$ cat src/hdl/jmg_defines.svh
// Offsets, fields, reset values and mode codes of the ILAS generator
`ifndef JMG_DEFINES_SVH
`define JMG_DEFINES_SVH
// ---------------------------------------------------------------
// Register map
// ---------------------------------------------------------------
`define JMG_ADDR_CTRL 8'h00
`define JMG_ADDR_MODE 8'h04
`define JMG_ADDR_FPM 8'h08
`define JMG_ADDR_DID 8'h0c
`define JMG_ADDR_STAT 8'h10
`define JMG_CTRL_EN 0
`define JMG_CTRL_SCR 1
// ---------------------------------------------------------------
// Reset values and mode codes
// ---------------------------------------------------------------
`define JMG_MODE_RST 5'h04
`define JMG_FPM_RST 5'h1f
`define JMG_DID_RST 8'h00
`define JMG_MODE_S4 5'h04
`define JMG_MODE_S8 5'h05
`define JMG_MODE_D4 5'h06
`define JMG_MODE_D8 5'h07
`define JMG_MODE_S16 5'h11
`define JMG_MODE_D16 5'h12
`define JMG_FPM_MIN 5'h11
// Line rate factor R times four
`define JMG_RX4_L2 5'h14
`define JMG_RX4_L4 5'h0a
`define JMG_RX4_L8 5'h05
`define JMG_PLL_BYPASS_RX4 5'h05
// ---------------------------------------------------------------
// Fixed link parameters, minus one where sent that way
// ---------------------------------------------------------------
`define JMG_N_M1 5'h07
`define JMG_NP_M1 5'h07
`define JMG_F_M1 8'h00
`define JMG_M_M1 8'h00
`define JMG_JESDV 3'h1
`define JMG_SUBCV 3'h1
`define JMG_OCTETS 4'hd
`endif

$ cat src/hdl/jmg_pkg.sv
// Types shared by the ILAS generator
package jmg_pkg;
   typedef enum logic [2:0] {
      JMG_IDLE = 3'b001,
      JMG_SEND = 3'b010,
      JMG_DONE = 3'b100
   } jmg_state_e;
endpackage : jmg_pkg

$ cat src/hdl/jmg_top.sv
// Mode decode, ILAS octet generator, APB registers and output FIFO
//
// Decided for this implementation: the APB slave port and the address map.
`timescale 1ns/100ps
`include "jmg_defines.svh"

// ---------------------------------------------------------------
// Output FIFO
// ---------------------------------------------------------------
module jmg_fifo #(
   parameter int WIDTH = 12,
   parameter int DEPTH = 16
) (
   // Clock and reset
   input wire logic clk,
   input wire logic srst,
   // Fill side
   input wire logic in_valid,
   output logic in_ready,
   input wire logic [WIDTH-1:0] in_data,
   // Drain side
   output logic out_valid,
   input wire logic out_ready,
   output logic [WIDTH-1:0] out_data
);
   localparam int AW = $clog2(DEPTH);
   logic [WIDTH-1:0] mem_q [DEPTH];
   logic [AW-1:0] wr_q;
   logic [AW-1:0] rd_q;
   logic [AW:0] cnt_q;
   wire push = in_valid && in_ready;
   wire pop = out_valid && out_ready;
   wire [AW:0] depth_c = (AW+1)'(DEPTH);
   assign in_ready = (cnt_q != depth_c);
   assign out_valid = (cnt_q != '0);
   assign out_data = mem_q[rd_q];
   always_ff @(posedge clk) begin
      if (push) begin
         mem_q[wr_q] <= in_data;
      end
   end
   always_ff @(posedge clk) begin
      if (srst) begin
         wr_q <= '0;
         rd_q <= '0;
         cnt_q <= '0;
      end else begin
         if (push) begin
            wr_q <= (wr_q == AW'(DEPTH-1)) ? '0 : wr_q + 1'b1;
         end
         if (pop) begin
            rd_q <= (rd_q == AW'(DEPTH-1)) ? '0 : rd_q + 1'b1;
         end
         cnt_q <= cnt_q + (AW+1)'(push) - (AW+1)'(pop);
      end
   end
endmodule : jmg_fifo

// ---------------------------------------------------------------
// Top
// ---------------------------------------------------------------
module jmg_top #(
   parameter int FIFO_DEPTH = 16
) (
   // Clock and reset
   input wire logic clk,
   input wire logic srst,
   // APB slave
   input wire logic psel,
   input wire logic penable,
   input wire logic pwrite,
   input wire logic [7:0] paddr,
   input wire logic [31:0] pwdata,
   output logic [31:0] prdata,
   output logic pready,
   output logic pslverr,
   // ILAS octet stream: link, lane, octet
   output logic cfg_valid,
   input wire logic cfg_ready,
   output logic cfg_link,
   output logic [2:0] cfg_lane,
   output logic [7:0] cfg_octet,
   // Serializer and lane control
   output logic link_rst,
   output logic ser_pd,
   output logic clk_gate_en,
   output logic interleave,
   output logic [4:0] pll_mult_x4,
   output logic pll_bypass,
   output logic [7:0] lane_en_a,
   output logic [7:0] lane_en_b
);
   // ------------------------------------------------------------
   // Registers
   // ------------------------------------------------------------
   logic en_q;
   logic scr_q;
   logic [4:0] mode_q;
   logic [4:0] fpm_q;
   logic [7:0] did_q;
   logic [31:0] prdata_q;
   logic [3:0] oct_q;
   logic [2:0] lane_q;
   logic link_q;
   jmg_pkg::jmg_state_e st_q;
   jmg_pkg::jmg_state_e st_d;
   // ------------------------------------------------------------
   // Mode decode
   // ------------------------------------------------------------
   wire m_s4 = (mode_q == `JMG_MODE_S4);
   wire m_s8 = (mode_q == `JMG_MODE_S8);
   wire m_d4 = (mode_q == `JMG_MODE_D4);
   wire m_d8 = (mode_q == `JMG_MODE_D8);
   wire m_s16 = (mode_q == `JMG_MODE_S16);
   wire m_d16 = (mode_q == `JMG_MODE_D16);
   wire mode_ok = m_s4 | m_s8 | m_d4 | m_d8 | m_s16 | m_d16;
   wire des = m_s4 | m_s8 | m_s16;
   wire [4:0] l_m1 = (m_s4 | m_d4) ? 5'h01 :
                     (m_s8 | m_d8) ? 5'h03 : 5'h07;
   // One converter per link, so samples per frame equal lanes
   wire [4:0] s_m1 = l_m1;
   wire [4:0] rx4 = (m_s4 | m_d4) ? `JMG_RX4_L2 :
                    (m_s8 | m_d8) ? `JMG_RX4_L4 :
                    `JMG_RX4_L8;
   wire [7:0] lane_mask = 8'(({1'b0, l_m1} + 6'h01) == 6'h08 ?
                          8'hff : (8'h01 << (l_m1 + 5'h01)) - 8'h01);
   assign interleave = des;
   assign pll_mult_x4 = rx4;
   assign pll_bypass = (rx4 == `JMG_PLL_BYPASS_RX4);
   assign lane_en_a = en_q ? lane_mask : 8'h00;
   assign lane_en_b = en_q ? lane_mask : 8'h00;
   assign link_rst = !en_q;
   assign ser_pd = !en_q;
   assign clk_gate_en = en_q;
   // ------------------------------------------------------------
   // APB decode
   // ------------------------------------------------------------
   wire setup = psel && !penable;
   wire acc = psel && penable;
   wire a_ctrl = (paddr == `JMG_ADDR_CTRL);
   wire a_mode = (paddr == `JMG_ADDR_MODE);
   wire a_fpm = (paddr == `JMG_ADDR_FPM);
   wire a_did = (paddr == `JMG_ADDR_DID);
   wire a_stat = (paddr == `JMG_ADDR_STAT);
   wire a_hit = a_ctrl | a_mode | a_fpm | a_did | a_stat;
   wire [4:0] wmode = pwdata[4:0];
   wire [4:0] wfpm = pwdata[4:0];
   wire wmode_ok = (wmode == `JMG_MODE_S4) | (wmode == `JMG_MODE_S8) |
                   (wmode == `JMG_MODE_D4) | (wmode == `JMG_MODE_D8) |
                   (wmode == `JMG_MODE_S16) | (wmode == `JMG_MODE_D16);
   wire wfpm_ok = (wfpm >= `JMG_FPM_MIN) && wfpm[0];
   // Link parameters except scrambling may only change while the link is disabled
   wire lock_err = en_q && (a_mode | a_fpm | a_did);
   wire wr_err = !a_hit || lock_err || (a_stat) ||
                 (a_mode && !wmode_ok) || (a_fpm && !wfpm_ok);
   wire err = pwrite ? wr_err : !a_hit;
   wire wr_ok = acc && pwrite && !wr_err;
   wire gen_busy = (st_q != jmg_pkg::JMG_DONE) && en_q;
   wire [31:0] rd_mux =
      a_ctrl ? {30'h0, scr_q, en_q} :
      a_mode ? {27'h0, mode_q} :
      a_fpm ? {27'h0, fpm_q} :
      a_did ? {24'h0, did_q} :
      a_stat ? {12'h0, lane_mask, 3'h0, pll_bypass, rx4,
                des, gen_busy, mode_ok} : 32'h0;
   assign pready = 1'b1;
   assign pslverr = acc && err;
   assign prdata = prdata_q;
   always_ff @(posedge clk) begin
      if (srst) begin
         prdata_q <= 32'h0;
      end else if (setup && !pwrite) begin
         prdata_q <= rd_mux;
      end
   end
   always_ff @(posedge clk) begin
      if (srst) begin
         en_q <= 1'b0;
         scr_q <= 1'b0;
      end else if (wr_ok && a_ctrl) begin
         en_q <= pwdata[`JMG_CTRL_EN];
         scr_q <= pwdata[`JMG_CTRL_SCR];
      end
   end
   always_ff @(posedge clk) begin
      if (srst) begin
         mode_q <= `JMG_MODE_RST;
         fpm_q <= `JMG_FPM_RST;
         did_q <= `JMG_DID_RST;
      end else if (wr_ok) begin
         if (a_mode) begin
            mode_q <= wmode;
         end
         if (a_fpm) begin
            fpm_q <= wfpm;
         end
         if (a_did) begin
            did_q <= pwdata[7:0];
         end
      end
   end

   // ------------------------------------------------------------
   // ILAS configuration octets
   // ------------------------------------------------------------
   wire [7:0] did_eff = did_q + {7'h0, link_q};
   wire [7:0] oct [14];
   assign oct[0] = did_eff;
   assign oct[1] = 8'h00;
   assign oct[2] = {3'h0, 2'h0, lane_q};
   assign oct[3] = {scr_q, 2'h0, l_m1};
   assign oct[4] = `JMG_F_M1;
   assign oct[5] = {3'h0, fpm_q};
   assign oct[6] = `JMG_M_M1;
   assign oct[7] = {2'h0, 1'b0, `JMG_N_M1};
   assign oct[8] = {`JMG_SUBCV, `JMG_NP_M1};
   assign oct[9] = {`JMG_JESDV, s_m1};
   assign oct[10] = 8'h00;
   assign oct[11] = 8'h00;
   assign oct[12] = 8'h00;
   wire [7:0] chk = did_eff + {5'h0, lane_q} + {7'h0, scr_q} +
                    {3'h0, l_m1} + `JMG_F_M1 + {3'h0, fpm_q} +
                    `JMG_M_M1 + {3'h0, `JMG_N_M1} +
                    {5'h0, `JMG_SUBCV} + {3'h0, `JMG_NP_M1} +
                    {5'h0, `JMG_JESDV} + {3'h0, s_m1};
   assign oct[13] = chk;

   // ------------------------------------------------------------
   // Generator: every active lane of both links, in order
   // ------------------------------------------------------------
   wire gen_rst = srst || !en_q;
   wire fifo_in_ready;
   wire push = (st_q == jmg_pkg::JMG_SEND) && fifo_in_ready;
   wire last_oct = (oct_q == `JMG_OCTETS);
   wire last_lane = ({2'h0, lane_q} == l_m1);
   wire last = last_oct && last_lane && link_q;

   always_comb begin
      st_d = st_q;
      unique case (st_q)
         jmg_pkg::JMG_IDLE: begin
            if (mode_ok) begin
               st_d = jmg_pkg::JMG_SEND;
            end
         end
         jmg_pkg::JMG_SEND: begin
            if (push && last) begin
               st_d = jmg_pkg::JMG_DONE;
            end
         end
         jmg_pkg::JMG_DONE: begin
            st_d = jmg_pkg::JMG_DONE;
         end
         default: begin
            st_d = jmg_pkg::JMG_IDLE;
         end
      endcase
   end

   always_ff @(posedge clk) begin
      if (gen_rst) begin
         st_q <= jmg_pkg::JMG_IDLE;
      end else begin
         st_q <= st_d;
      end
   end

   always_ff @(posedge clk) begin
      if (gen_rst) begin
         oct_q <= 4'h0;
         lane_q <= 3'h0;
         link_q <= 1'b0;
      end else if (push) begin
         oct_q <= last_oct ? 4'h0 : oct_q + 4'h1;
         if (last_oct) begin
            lane_q <= last_lane ? 3'h0 : lane_q + 3'h1;
            link_q <= link_q ^ last_lane;
         end
      end
   end

   // Back-pressure from the receiver side stalls the generator
   jmg_fifo #(
      .WIDTH(12),
      .DEPTH(FIFO_DEPTH)
   ) u_fifo (
      .clk(clk),
      .srst(gen_rst),
      .in_valid(st_q == jmg_pkg::JMG_SEND),
      .in_ready(fifo_in_ready),
      .in_data({link_q, lane_q, oct[oct_q]}),
      .out_valid(cfg_valid),
      .out_ready(cfg_ready),
      .out_data({cfg_link, cfg_lane, cfg_octet})
   );

   // ------------------------------------------------------------
   // Checks
   // ------------------------------------------------------------
   a_interleave_des: assert property (@(posedge clk) disable iff (srst)
      interleave == !(m_d4 | m_d8 | m_d16))
      else $error("interleave flag wrong for mode");
   a_rate_factor: assert property (@(posedge clk) disable iff (srst)
      (m_s4 | m_d4) |-> (pll_mult_x4 == 5'h14))
      else $error("wrong rate factor for two lanes");
   a_lane_power: assert property (@(posedge clk) disable iff (srst)
      (en_q && m_d8) |-> (lane_en_a == 8'h0f && lane_en_b == 8'h0f))
      else $error("wrong lanes enabled");
   a_disabled_hold: assert property (@(posedge clk) disable iff (srst)
      !en_q |-> (link_rst && ser_pd && !clk_gate_en && lane_en_b == 8'h00)
      ##1 (!cfg_valid || en_q))
      else $error("link not held while disabled");
   a_fixed_zero: assert property (@(posedge clk) disable iff (srst)
      (push && (oct_q == 4'h1 || oct_q == 4'ha)) |->
      (oct[oct_q] == 8'h00))
      else $error("fixed zero field nonzero");
   a_cs_zero: assert property (@(posedge clk) disable iff (srst)
      (push && oct_q == 4'h7) |-> (oct[oct_q][7:6] == 2'h0))
      else $error("control bits field nonzero");
   a_version_one: assert property (@(posedge clk) disable iff (srst)
      (push && oct_q == 4'h8) |-> (oct[oct_q][7:5] == 3'h1))
      else $error("subclass field not one");
   a_did_link: assert property (@(posedge clk) disable iff (srst)
      (push && oct_q == 4'h0) |->
      (oct[0] == 8'(did_q + {7'h0, link_q})))
      else $error("device identifier wrong for link");
   a_frame_count: assert property (@(posedge clk) disable iff (srst)
      (push && oct_q == 4'h5) |-> (oct[5] == {3'h0, fpm_q}))
      else $error("frame count field wrong");
   a_cfg_locked: assert property (@(posedge clk) disable iff (srst)
      (acc && pwrite && a_mode && en_q) |=> $stable(mode_q))
      else $error("mode changed while enabled");
   a_chk_sum: assert property (@(posedge clk) disable iff (srst)
      (push && last_oct && m_s4 && did_q == 8'h00 && !scr_q &&
       fpm_q == 5'h11 && lane_q == 3'h0 && !link_q) |->
      (oct[13] == 8'h23))
      else $error("checksum wrong");
endmodule : jmg_top

$ cat config.mk
export PLATFORM = sky130hd
export DESIGN_NAME = jmg_top
export DESIGN_NICKNAME = d
export VERILOG_FILES = /design/src/hdl/jmg_pkg.sv /design/src/hdl/jmg_top.sv
export VERILOG_INCLUDE_DIRS = /design/src /design/src/hdl
export SDC_FILE = /design/constraint.sdc
export NUM_CORES = 1
export LEC_CHECK = 0
export ABC_AREA = 1
export BUFFER_PORTS_ARGS = -buffer_cell sky130_fd_sc_hd__buf_4
export CAP_MARGIN = 20
export CORE_MARGIN = 2
export CORE_UTILIZATION = 50
export DETAILED_ROUTE_END_ITERATION = 8
export GPL_TIMING_DRIVEN = 1
export PLACE_DENSITY = 0.69
export SYNTH_ARGS = -nofsm -noshare
export SYNTH_HDL_FRONTEND = slang
export SYNTH_SLANG_ARGS = --single-unit
$ cat constraint.sdc
create_clock -name clk -period 9.35 [get_ports clk]
set_input_delay 1.87 -clock clk [delete_from_list [all_inputs] [get_ports clk]]
set_output_delay 1.87 -clock clk [all_outputs]
set_load 0.005 [all_outputs]
; Word level (Yosys, flattened, before mapping)
; Memory sizes are Yosys's and may differ from the RTL's. A register that Yosys moved wholly into a read port is not among the register bits.
; Index checks and enable logic that the tools add are counted.
[classes]
n_mux = 26
add_sub_neg = 19
n_reduce_logical = 36
magnitude_cmp = 2
shift = 1
bitwise_logic = 21
n_eq_ne = 29
[op_table]
columns = operator, count
row1 = two-way mux 20 bit, 5
row2 = == test 5 x 3 -> 1 bit (second input constant), 9
row3 = binary-select mux 8 bit (select 4 bit), 1
row4 = two-way mux 8 bit, 4
row5 = adder 8 x 3 -> 8 bit, 3
row6 = two-way mux 4 bit, 6
row7 = == test 5 bit (second input constant), 4
row8 = OR 1 bit, 19
row9 = logical AND 1 bit, 17
row10 = adder 8 x 1 -> 8 bit, 2
row11 = adder 8 x 1 -> 8 bit (second input constant), 2
row12 = adder 8 x 3 -> 8 bit (second input constant), 2
row13 = == test 4 bit (second input constant), 4
row14 = == test 8 x 4 -> 1 bit (second input constant), 2
row15 = two-way mux 3 bit, 5
row16 = adder 4 x 1 -> 4 bit (second input constant), 3
row17 = greater-or-equal comparator 5 bit (second input constant), 2
row18 = AND reduction 2 bit, 5
row19 = one-hot mux 3 bit (3 select lines), 1
row20 = adder 3 x 1 -> 4 bit (second input constant), 2
row21 = adder 8 x 5 -> 8 bit, 1
row22 = == test 8 x 3 -> 1 bit (second input constant), 1
row23 = == test 8 x 5 -> 1 bit (second input constant), 1
row24 = logical NOT 8 bit, 1
row25 = other kinds (19), 32
[totals]
register_bits = 76
inputBits = 46
mem_count = 1
mem_bits_rw = 192
out_inout_bits = 73
word_cells = 148
[mem_list]
columns = memory, depth, width, read_ports, rd_clocked_by_memory_dff, write_ports, line
row1 = u_fifo.mem_q, 16, 12, 1, 1, 1, jmg_top.sv:27  ; logic [WIDTH-1:0] mem_q [DEPTH];

; Depth between registers and ports, before layout
; Gate-level depths: netlist (run 1).
[depth]
word_depth = 14
mapped_depth = 19
ltp_nobuf = 19

; Modules after synthesis
; From an unflattened synthesis (run 1), not the netlist that was laid out.
[unflattened]
cells_unflattened = 1390
area_unflattened_um2 = 12507.0
[modules_own_cells]
columns = module, instances, seq_area_each_um2, area_each_um2, cells_each
row1 = jmg_fifo, 1, 6105.9, 8894.8, 849
row2 = jmg_top, 1, 880.8, 3612.2, 541

; Worst setup path before layout (run 1)
; OpenSTA, ideal clock, no wires.
[synth_timing]
kind = input to output
startpoint = input port paddr[5]
endpoint = output port pslverr
arrival_ns = 2.836
path_slack_ns = 4.644
required_ns = 7.480
cell_stages = 9
path_buffers = 0
path_cell_list = nor2_1 nand2_4 inv_2 o211ai_1 nor2_2 nor2_8 nand2_2 nand2_1 inv_1
[synth_via]
elab_chain_len = 12
elab_cells_between_ends = 21
cone_classes = 4 x eq/ne / 1 x mux / 6 x bitwise / 10 x reduce/logical
[synth_lines]
columns = element, line
row1 = "start, declared", jmg_top.sv:72  ; input wire logic [7:0] paddr,
row2 = == test 8 x 3 -> 1 bit (no line) or logical NOT 8 bit (tied branches), --
row3 = OR 1 bit (4 in series), jmg_top.sv:145  ; wire a_hit = a_ctrl | a_mode | a_fpm | a_did | a_stat;
row4 = logical NOT 1 bit, "jmg_top.sv:154, jmg_top.sv:156"
row5 = logical OR 1 bit (3 in series), jmg_top.sv:154  ; wire wr_err = !a_hit || lock_err || (a_stat) ||
row6 = logical OR 1 bit, jmg_top.sv:155  ; (a_mode && !wmode_ok) || (a_fpm && !wfpm_ok);
row7 = two-way mux 1 bit (*), jmg_top.sv:156  ; wire err = pwrite ? wr_err : !a_hit;
row8 = logical AND 1 bit (*), jmg_top.sv:167  ; assign pslverr = acc && err;
row9 = "end, declared", jmg_top.sv:76  ; output logic pslverr,
; Mark *: on every way between the ends. The rest lies on a longest branch, timed or not.

; Worst setup path in the final report (run 1)
[layout_timing]
startpoint = input port paddr[1]
endpoint = output port pslverr
; Same word-level chain as after synthesis.

==> impl.org, run 1 <==
** Outcome
- The run finished with clean final reports.

** Power and ir drop
- Dividing total power by cell area gives a power density of between 150 and 200 nW/um^2.
- Summed over all cells, the static leakage comes to 0.00519 uW.
- Share of total power in the clock network :: between 40 and 50%
- Share of total power in combinational logic :: 1.2%
- Of the total power, registers draw between 50 and 60%.
- Internal power contribution :: approximately 1800 uW
- Summing internal, switching and leakage power gives 2220 uW.
- For this design the total switching power over the nets is roughly 430 uW.
- Switching part of the total :: 19.2%
- Peak supply drop :: between 0.1 and 0.15 mV

** STA
- Setup repair after global routing left no endpoint under its margin.
- The count of endpoints failing hold in the final timing report was 0.
- The number of pins with negative max-slew slack in the final report was 0.
- For the finished layout, the period the worst path requires is a little over 5 ns.
- For the final routed database, the setup TNS stands at 0 ns.
- In the finished design, the share of the clock period the worst path needs comes to between 50% and 60%.
- Fmax :: ~200 MHz
- Skew final :: roughly 0.014 ns
- Tightest Pin Transition :: 1.10 ns
- The worst pin sits at a relative slew slack of 26.5%.
- Setup violations remaining at the end of the flow were counted as 0.
- Worst slack on hold paths :: 0.469 ns

** Floorplan
- Die width :: between 150 and 200 um
- Die Span Y :: roughly 160 um
- Row cnt :: 56
- Once the floorplan was initialized, standard cells occupied 50.8% of the core.
- Num ports :: around 120
- The die covers 25100 um^2.
- Core Region :: between 20000 and 25000 um^2

** Detailed routing
- Number of DRC violations after detailed-routing iteration 0 :: 602
- Number of routed nets with antenna violations :: 0
- The first detailed-routing pass took 5 iterations.
- Dividing the detail-routed via count by the number of cells gives around 5.3.
- The detailed router placed 8128 vias in this run.
- After detailed routing, the number of remaining DRC violations is 0.
- Dividing the detail-routed wire length by the instance count gives 16.6 um.
- For this block, the routed nets add up to roughly 25 mm of wire.

** Placed design
- During placement, the flow inserted port buffers numbering about 80.
- Detailed placement HPWL :: about 17 mm
- Routability-driven placement finished with a final weighted congestion of approximately 0.90.

** Layout
- Area growth, synth to finish :: 13.5%
- The repair_antennas step left the layout with diodes totalling 0.
- Most common cell after layout, fill and taps aside :: sky130_fd_sc_hd__edfxtp_1
- The top cell types in the final layout, fill and taps aside, are sky130_fd_sc_hd__edfxtp_1, sky130_fd_sc_hd__inv_1, sky130_fd_sc_hd__nand2_1.
- Fraction of layout instances using a drive strength above 1 :: roughly 15%
- After the last flow step, the layout net total stands at between 1000 and 1500.

** Clocking
- Root buf cell :: sky130_fd_sc_hd__clkbuf_16
- Clock slew at reported path FFs :: ~0.06 ns
- Counting every sink on the clock net gives between 200 and 300.
- Quantity of gates resized following cts :: 0
- Counting the buffers created by CTS gives 26.
- Number of buffers added to fix hold violations after cts :: 0
- Maximum count of clock buffers along a single path :: 3
- Post-CTS setup buffer count :: 0
- TritonCTS built the clock tree.
- Clock latency on the worst-skew pair, taken at its later pin, is 0.54 ns.
- Count of H-tree levels built during CTS :: 1

** Critical path
- The worst setup path is launched from an input port.
- At the worst endpoint, the arrival time is approximately 3.2 ns.
- Crit path kind :: input port to primary output
- The critical path starts at paddr[1].
- Along the worst path, the maximum fanout reaches 8.
- In this run the critical register-to-register path is launched from link_q$_SDFFE_PP0P_.
- FF-to-FF End :: u_fifo.mem_q[5][7]$_DFFE_PP_
- The worst register-to-register path has a setup slack of between 5 and 6 ns.
- Data on the critical path is required at its endpoint by about 7.5 ns.
- STA classifies the critical path endpoint as a primary output.
- R2r worst-path depth :: 18

** GRT
- The first global-routing pass estimated about 40 mm of wire.
- The via count of the first global-routing pass is just under 8000.
- Entering global routing, the biggest net connects between 70 and 80 pins.
- Number of antenna violations at the first check in global routing :: 0
- GRT Util Overall :: roughly 20%
- For this run the aggregate overflow at the end of global routing stands at 0.

** Synth
- Post-synthesis async set-or-reset flop share :: 0%
- Summed over all instances, the cell type with the most area after synthesis is sky130_fd_sc_hd__edfxtp_1.
- Cell Area, Synth :: between 10000 and 15000 um^2
- Yosys Warn Count :: 0
- Area fraction of the dominant cell type after synthesis :: 48.3%
- Yosys attributes the largest share of cell area to sky130_fd_sc_hd__edfxtp_1, sky130_fd_sc_hd__dfxtp_1, sky130_fd_sc_hd__inv_1.
- Number of distinct standard cells referenced by the synthesized netlist :: 46
- Sequential cells were found to cover about three fifths of the synthesized design area.
- Gate count of the mapped netlist :: roughly 1100
- Primary flip-flop cell chosen by synthesis mapping :: sky130_fd_sc_hd__edfxtp_1
- In this run the mean area of a mapped cell was around 11 um^2.
- In this run, synthesis inferred about 190 flip-flops with an integrated enable.
- Number of storage elements in the synthesis netlist :: approximately 250

** Hold path
- Number of cells on the worst hold path :: 2
- The startpoint identified for the worst hold timing path is prdata[2]$_SDFFE_PP0P_.
- Terminating pin of the worst hold path :: prdata[2]$_SDFFE_PP0P_
- The tightest min-delay check is of the flop to flop type.

** Job
- Max-cap violations in this run came to 0.
cell usage after synthesis, types with 2 or more instances:
library cell / count
sky130_fd_sc_hd__nand3_1: 52
sky130_fd_sc_hd__nor2_8: 2
sky130_fd_sc_hd__o221ai_1: 3
sky130_fd_sc_hd__buf_1: 6
sky130_fd_sc_hd__o211ai_1: 57
sky130_fd_sc_hd__nand3_2: 2
sky130_fd_sc_hd__nor2_2: 6
sky130_fd_sc_hd__nand2_4: 2
sky130_fd_sc_hd__xor2_1: 8
sky130_fd_sc_hd__fa_1: 7
sky130_fd_sc_hd__a22oi_1: 2
sky130_fd_sc_hd__nand2_1: 128
sky130_fd_sc_hd__buf_4: 38
sky130_fd_sc_hd__edfxtp_1: 192
sky130_fd_sc_hd__nor3_2: 2
sky130_fd_sc_hd__ha_1: 26
sky130_fd_sc_hd__nor2_4: 6
sky130_fd_sc_hd__clkinv_1: 2
sky130_fd_sc_hd__buf_2: 10
sky130_fd_sc_hd__nand2_2: 3
sky130_fd_sc_hd__o21ai_1: 2
sky130_fd_sc_hd__nand4_4: 3
sky130_fd_sc_hd__nor2_1: 82
sky130_fd_sc_hd__mux2i_1: 48
sky130_fd_sc_hd__dfxtp_1: 61
sky130_fd_sc_hd__inv_1: 138
sky130_fd_sc_hd__a221oi_1: 2
sky130_fd_sc_hd__nor3_1: 4
sky130_fd_sc_hd__o21ai_0: 87
sky130_fd_sc_hd__a31oi_1: 2
sky130_fd_sc_hd__conb_1: 2
sky130_fd_sc_hd__nand4_2: 2
sky130_fd_sc_hd__nand3_4: 2
sky130_fd_sc_hd__or2_2: 4
sky130_fd_sc_hd__inv_2: 5
sky130_fd_sc_hd__clkbuf_1: 22
sky130_fd_sc_hd__a21oi_1: 89
sky130_fd_sc_hd__nand4_1: 6
through the flow:
step	utilization [%]	std cells	cell area (um^2)	worst slack [ns]
final	57.7	1528	13500	4.29
after global routing	57.7	1528	13500	4.14
after CTS	57.7	1528	13500	4.26
after detailed placement	54.2	1482	12700	4.27
after global placement	54.2	1482	12700	4.32
after floorplan	-	1137	12000	4.64
flip-flops by register name (all words and copies together), names as in the netlist, named ones only:
signal and cells:
clk_gate_en 1, did_q 8, fpm_q 5, lane_q 3, link_q 1, mode_q 5
oct_q 4, prdata 13, scr_q 1, st_q 3, u_fifo.cnt_q 5, u_fifo.mem_q 192
u_fifo.rd_q 4, u_fifo.wr_q 4
area by class of cell:
type                       instances  area, um^2
sequential                       253        6990
clock buffer                      31         669
multi-input combinational        662        4020
tap                              319         399
fill                            1975        9930
timing repair buffer             103         773
inverter                         145         544
clock inverter                    15         149
power groups by stage:
stage	Clock, uW	Sequential [uW]	Combinational [uW]
finish	997	1190	27.0
detailed placement	0	1220	26.7
CTS	1020	1190	26.8
global route	1050	1190	29.8
floorplan	0	1220	18.7
global placement	0	1220	26.3
cells by family after synthesis:
logic type,after synthesis,synth area share (%)
AOI/OAI and AO/OA,247,11.8
xor gates and xnor gates,9,0.660
adders and majority gates,33,3.90
buffers and inverters,222,8.31
DFF,253,58.5
muxes,48,4.03
other,2,0.0629
and+or+nand+nor,309,12.7
layer usage:
metal  global-route usage [%]  wire (um)  vias up
met4                     7.81        760        0
met5                        0          0        -
met1                     26.3      10700     3835
met3                     3.24       1420       60
li1                         -          -     3991
met2                     34.2      12500      242
worst max-delay path, stage by stage:
cell and delay [ns]:
sky130_fd_sc_hd__buf_4 0.12, sky130_fd_sc_hd__nor2_2 0.19, sky130_fd_sc_hd__nand2_1 0.12, sky130_fd_sc_hd__nor2_4 0.22, sky130_fd_sc_hd__nand3_1 0.16, sky130_fd_sc_hd__nand3_2 0.15
sky130_fd_sc_hd__nor2_8 0.07, sky130_fd_sc_hd__nand2_2 0.08, sky130_fd_sc_hd__nand2_1 0.06, sky130_fd_sc_hd__inv_1 0.05, sky130_fd_sc_hd__buf_4 0.10
worst max path at each step:
stage                               to  slack, ns  depth (start not counted)
after floorplan                pslverr       4.64                          9
after global placement         pslverr       4.32                         11
after detailed placement       pslverr       4.27                         11
after CTS                      pslverr       4.26                         11
after global routing      cfg_octet[3]       4.14                          7
final                          pslverr       4.29                         11
Note: power is estimated with default switching activity, not from simulation.
==> inputs of run 2 (changes only) <==
Clock period 9.35 ns to 5.2 ns, I/O delays scaled along.
==> run 2 against run 1 <==
Worst hold slack worse by 0.0027 ns. Global-route usage increased by 0.70 points. Non-clock buffer count shrank 7. Via count is essentially flat. Power rose by 84%. Critical path type is now flop to flop. Critical endpoint is now u_fifo.mem_q[8][7]$_DFFE_PP_.
==> impl.org, run 2 (synthesis results as in run 1) <==
** Critical path
- In this design, the stage delay of the slowest critical-path cell is ~0.53 ns.
- Along the worst path, the maximum fanout reaches 16.
- Buffers plus inverters on the worst setup path :: 5
- Critical path data required time :: 5.33 ns
- At the worst endpoint, the arrival time is ~4.3 ns.
- The critical path is of the flop to flop type.
- CP dominant cell by count :: sky130_fd_sc_hd__nand2_1
- Among all stages on the critical path, the largest delay is contributed by sky130_fd_sc_hd__fa_1.
- Measured in cells, the most critical reg-to-reg path has a length of 19.
- Critical path's top delay family :: adder cells
- STA classifies the critical path startpoint as a flop.
- In this run the number of cells on the critical path is 19.
- Crit path capture type :: flop
- Walking the worst path, the cells encountered are inv_1 -> nand3_4 -> nor2_4 -> inv_2 -> fa_1 -> inv_1 -> fa_1 -> inv_1 -> fa_1 -> nand2_1 -> inv_1 -> o21ai_0 -> nand2_1 -> nand2_1 -> nand2_1 -> a21oi_1 -> a21oi_1 -> o21ai_0 -> nand2_1.

** Layout
- More flip-flops sit in one register than any other, and that register is u_fifo.mem_q.
- Diode count :: 0
- Cells fill slightly below 60% of the core in the end.
- Fraction of layout instances using a drive strength above 1 :: between 10% and 20%
- At the end of the flow, the number of nets in the layout was 1264.
- The top cell types in the final layout, fill and taps aside, are sky130_fd_sc_hd__edfxtp_1, sky130_fd_sc_hd__inv_1, sky130_fd_sc_hd__nand2_1.
- Flip-flop count of the largest register after layout :: about 190
- Design area :: about 14000 um^2
- Area growth, synth to finish :: 13.9%
- Leaving out fill and tap cells, the most frequent cell in the layout is sky130_fd_sc_hd__edfxtp_1.
- After filler insertion, the fill cell instance count of the layout stands at 1948.

** Floorplan
- The die covers around 25000 um^2.
- The total area inside the core boundary comes to about 23000 um^2.
- The initial utilization of the core area, before any placement, comes to around half.
- After floorplanning, the core was divided into 56 placement rows.
- The floorplan step set the die height to between 150 and 200 um.
- Num ports :: approximately 120
- Die width :: about 160 um

** Detailed routing
- Drt pass-1 iters :: 5
- After detailed routing, the number of vias per cell comes to approximately 5.3.
- In this run the remaining antenna-violating nets after routing total 0.
- Met2 wire len :: 13.2 mm
- Met3 wire length :: around 1.4 mm
- Routed wire length :: 26.1 mm
- After detailed routing, the average wire length per cell comes to 17.1 um.
- After detailed routing, no signal wire sits above met4.
- The detailed router put a total of between 10 and 15 mm of wire on met1.
- The detailed router placed approximately 8000 vias in this run.
- Number of DRC violations after detailed-routing iteration 0 :: 716
- Post-route DRC violation count :: 0

** Clocking
- Clock buffer count from CTS :: 27
- In this run the number of H-tree levels came out at 1.
- The number of setup buffers added after CTS is 0.
- Maximum count of clock buffers along a single path :: 3
- Clock tree from TritonCTS :: done
- In this run the clock root is driven by a sky130_fd_sc_hd__clkbuf_16.
- Clock tree synthesis found a total of 253 sinks.
- In this run, post-CTS hold repair placed 0 buffers.
- Clock latency reported for the late side of the worst-skew pair :: 0.52 ns
- After clock tree synthesis, the clock-pin slew on the worst setup and hold paths is ~0.060 ns.
- Quantity of gates resized following cts :: 0

** Placed design
- Instance area at placement :: 12700 um^2
- Input and output buffers added on the ports amount to slightly below 80.
- Detailed placement HPWL :: between 15 and 20 mm
- The congestion estimate from routability-driven global placement came to between 0.8 and 0.9.

** Hold path
- The worst hold path belongs to the class flop to flop.
- Number of cells on the worst hold path :: 2

** STA
- Skew final :: 0.0124 ns
- The worst path in the final design needs a cycle of about 4.2 ns, including I/O delays and setup.
- Headroom to the max-slew limit came out at 31.9%.
- Post-route setup TNS :: 0 ns
- Static timing analysis puts the maximum clock frequency at about 240 MHz.
- Count of final hold-check violations :: 0
- Setup repair after global routing left no endpoint under its margin.
- Setup violations remaining at the end of the flow were counted as 0.
- Tightest Pin Transition :: between 1 and 1.5 ns
- The worst path uses between 80 and 90% of the clock period.
- The number of pins with negative max-slew slack in the final report came to 0.

** Power and ir drop
- Total power per unit cell area :: 301 nW/um^2
- The worst-case IR drop observed on VDD is 0.232 mV.
- For this design the static power due to leakage is between 0.005 and 0.006 uW.

** GRT
- Global routing used around a fifth of the available tracks.
- Number of antenna violations at the first check in global routing :: 0
- Entering global routing, the biggest net connects 74 pins.
- Grt total ovfl :: 0
- Wire length of the first global-routing pass :: 40.4 mm
- The via count of the first global-routing pass came to 7591.

** Job
- Number of max-capacitance violations reported :: 0

** Outcome
- The flow ran to the end, and the final reports show no timing, DRC or antenna violations.
[run 2: cell types whose count changed in the layout (fill, tap and decap cells not counted), sizes merged]
| cell | change |
|---|---|
| clkinv | -2 |
| buf | -7 |
| inv | +2 |
| clkbuf | +4 |
[run 2: power breakdown]
group | internal [uW] | switching, uW
Combinational | 18.2 | 30.1
Sequential | 2140 | 0.470
Clock | 1130 | 758
Total | 3300 | 789
[run 2: cell type report]
class	instances	area, um^2	share of cell area (%)
clock buffer	35	726	5.34
tap	319	399	2.94
sequential	253	6990	51.4
multi-input combinational	662	4040	29.7
clock inverter	15	158	1.16
timing repair buffer	96	733	5.39
inverter	145	544	4.00
[run 2: per-layer routing]
metal | vias to the layer above | global-route usage [%]
met5 | - | 0
met4 | 0 | 4.50
met3 | 31 | 2.50
met2 | 221 | 37.8
met1 | 3904 | 27.1
li1 | 3980 | -
[run 2: final timing paths]
check	start	endpoint	slack, ns
hold reg to reg	prdata[6]$_SDFFE_PP0P_	prdata[6]$_SDFFE_PP0P_	0.47
setup / recovery	mode_q[4]$_SDFFE_PP0P_	u_fifo.mem_q[8][7]$_DFFE_PP_	1.01
setup reg to reg	mode_q[4]$_SDFFE_PP0P_	u_fifo.mem_q[8][7]$_DFFE_PP_	1.01
hold / removal	prdata[6]$_SDFFE_PP0P_	prdata[6]$_SDFFE_PP0P_	0.47
[run 2: worst min-delay path, stage by stage, from the launching register on]
cell and delay, ns:
sky130_fd_sc_hd__dfxtp_1 0.31, sky130_fd_sc_hd__nand2_1 0.06, sky130_fd_sc_hd__a21oi_1 0.05
[run 2: through the flow]
| step | hold slack [ns] | setup slack [ns] | power, uW | cells |
|---|---|---|---|---|
| after detailed placement | 0.455 | 1.06 | 2240 | 1474 |
| final | 0.466 | 1.01 | 4090 | 1525 |
| after global routing | 0.486 | 0.721 | 4200 | 1525 |
| after CTS | 0.465 | 1.03 | 4110 | 1524 |
| after floorplan | 0.442 | 1.59 | 2220 | 1137 |
| after global placement | 0.455 | 1.15 | 2230 | 1474 |
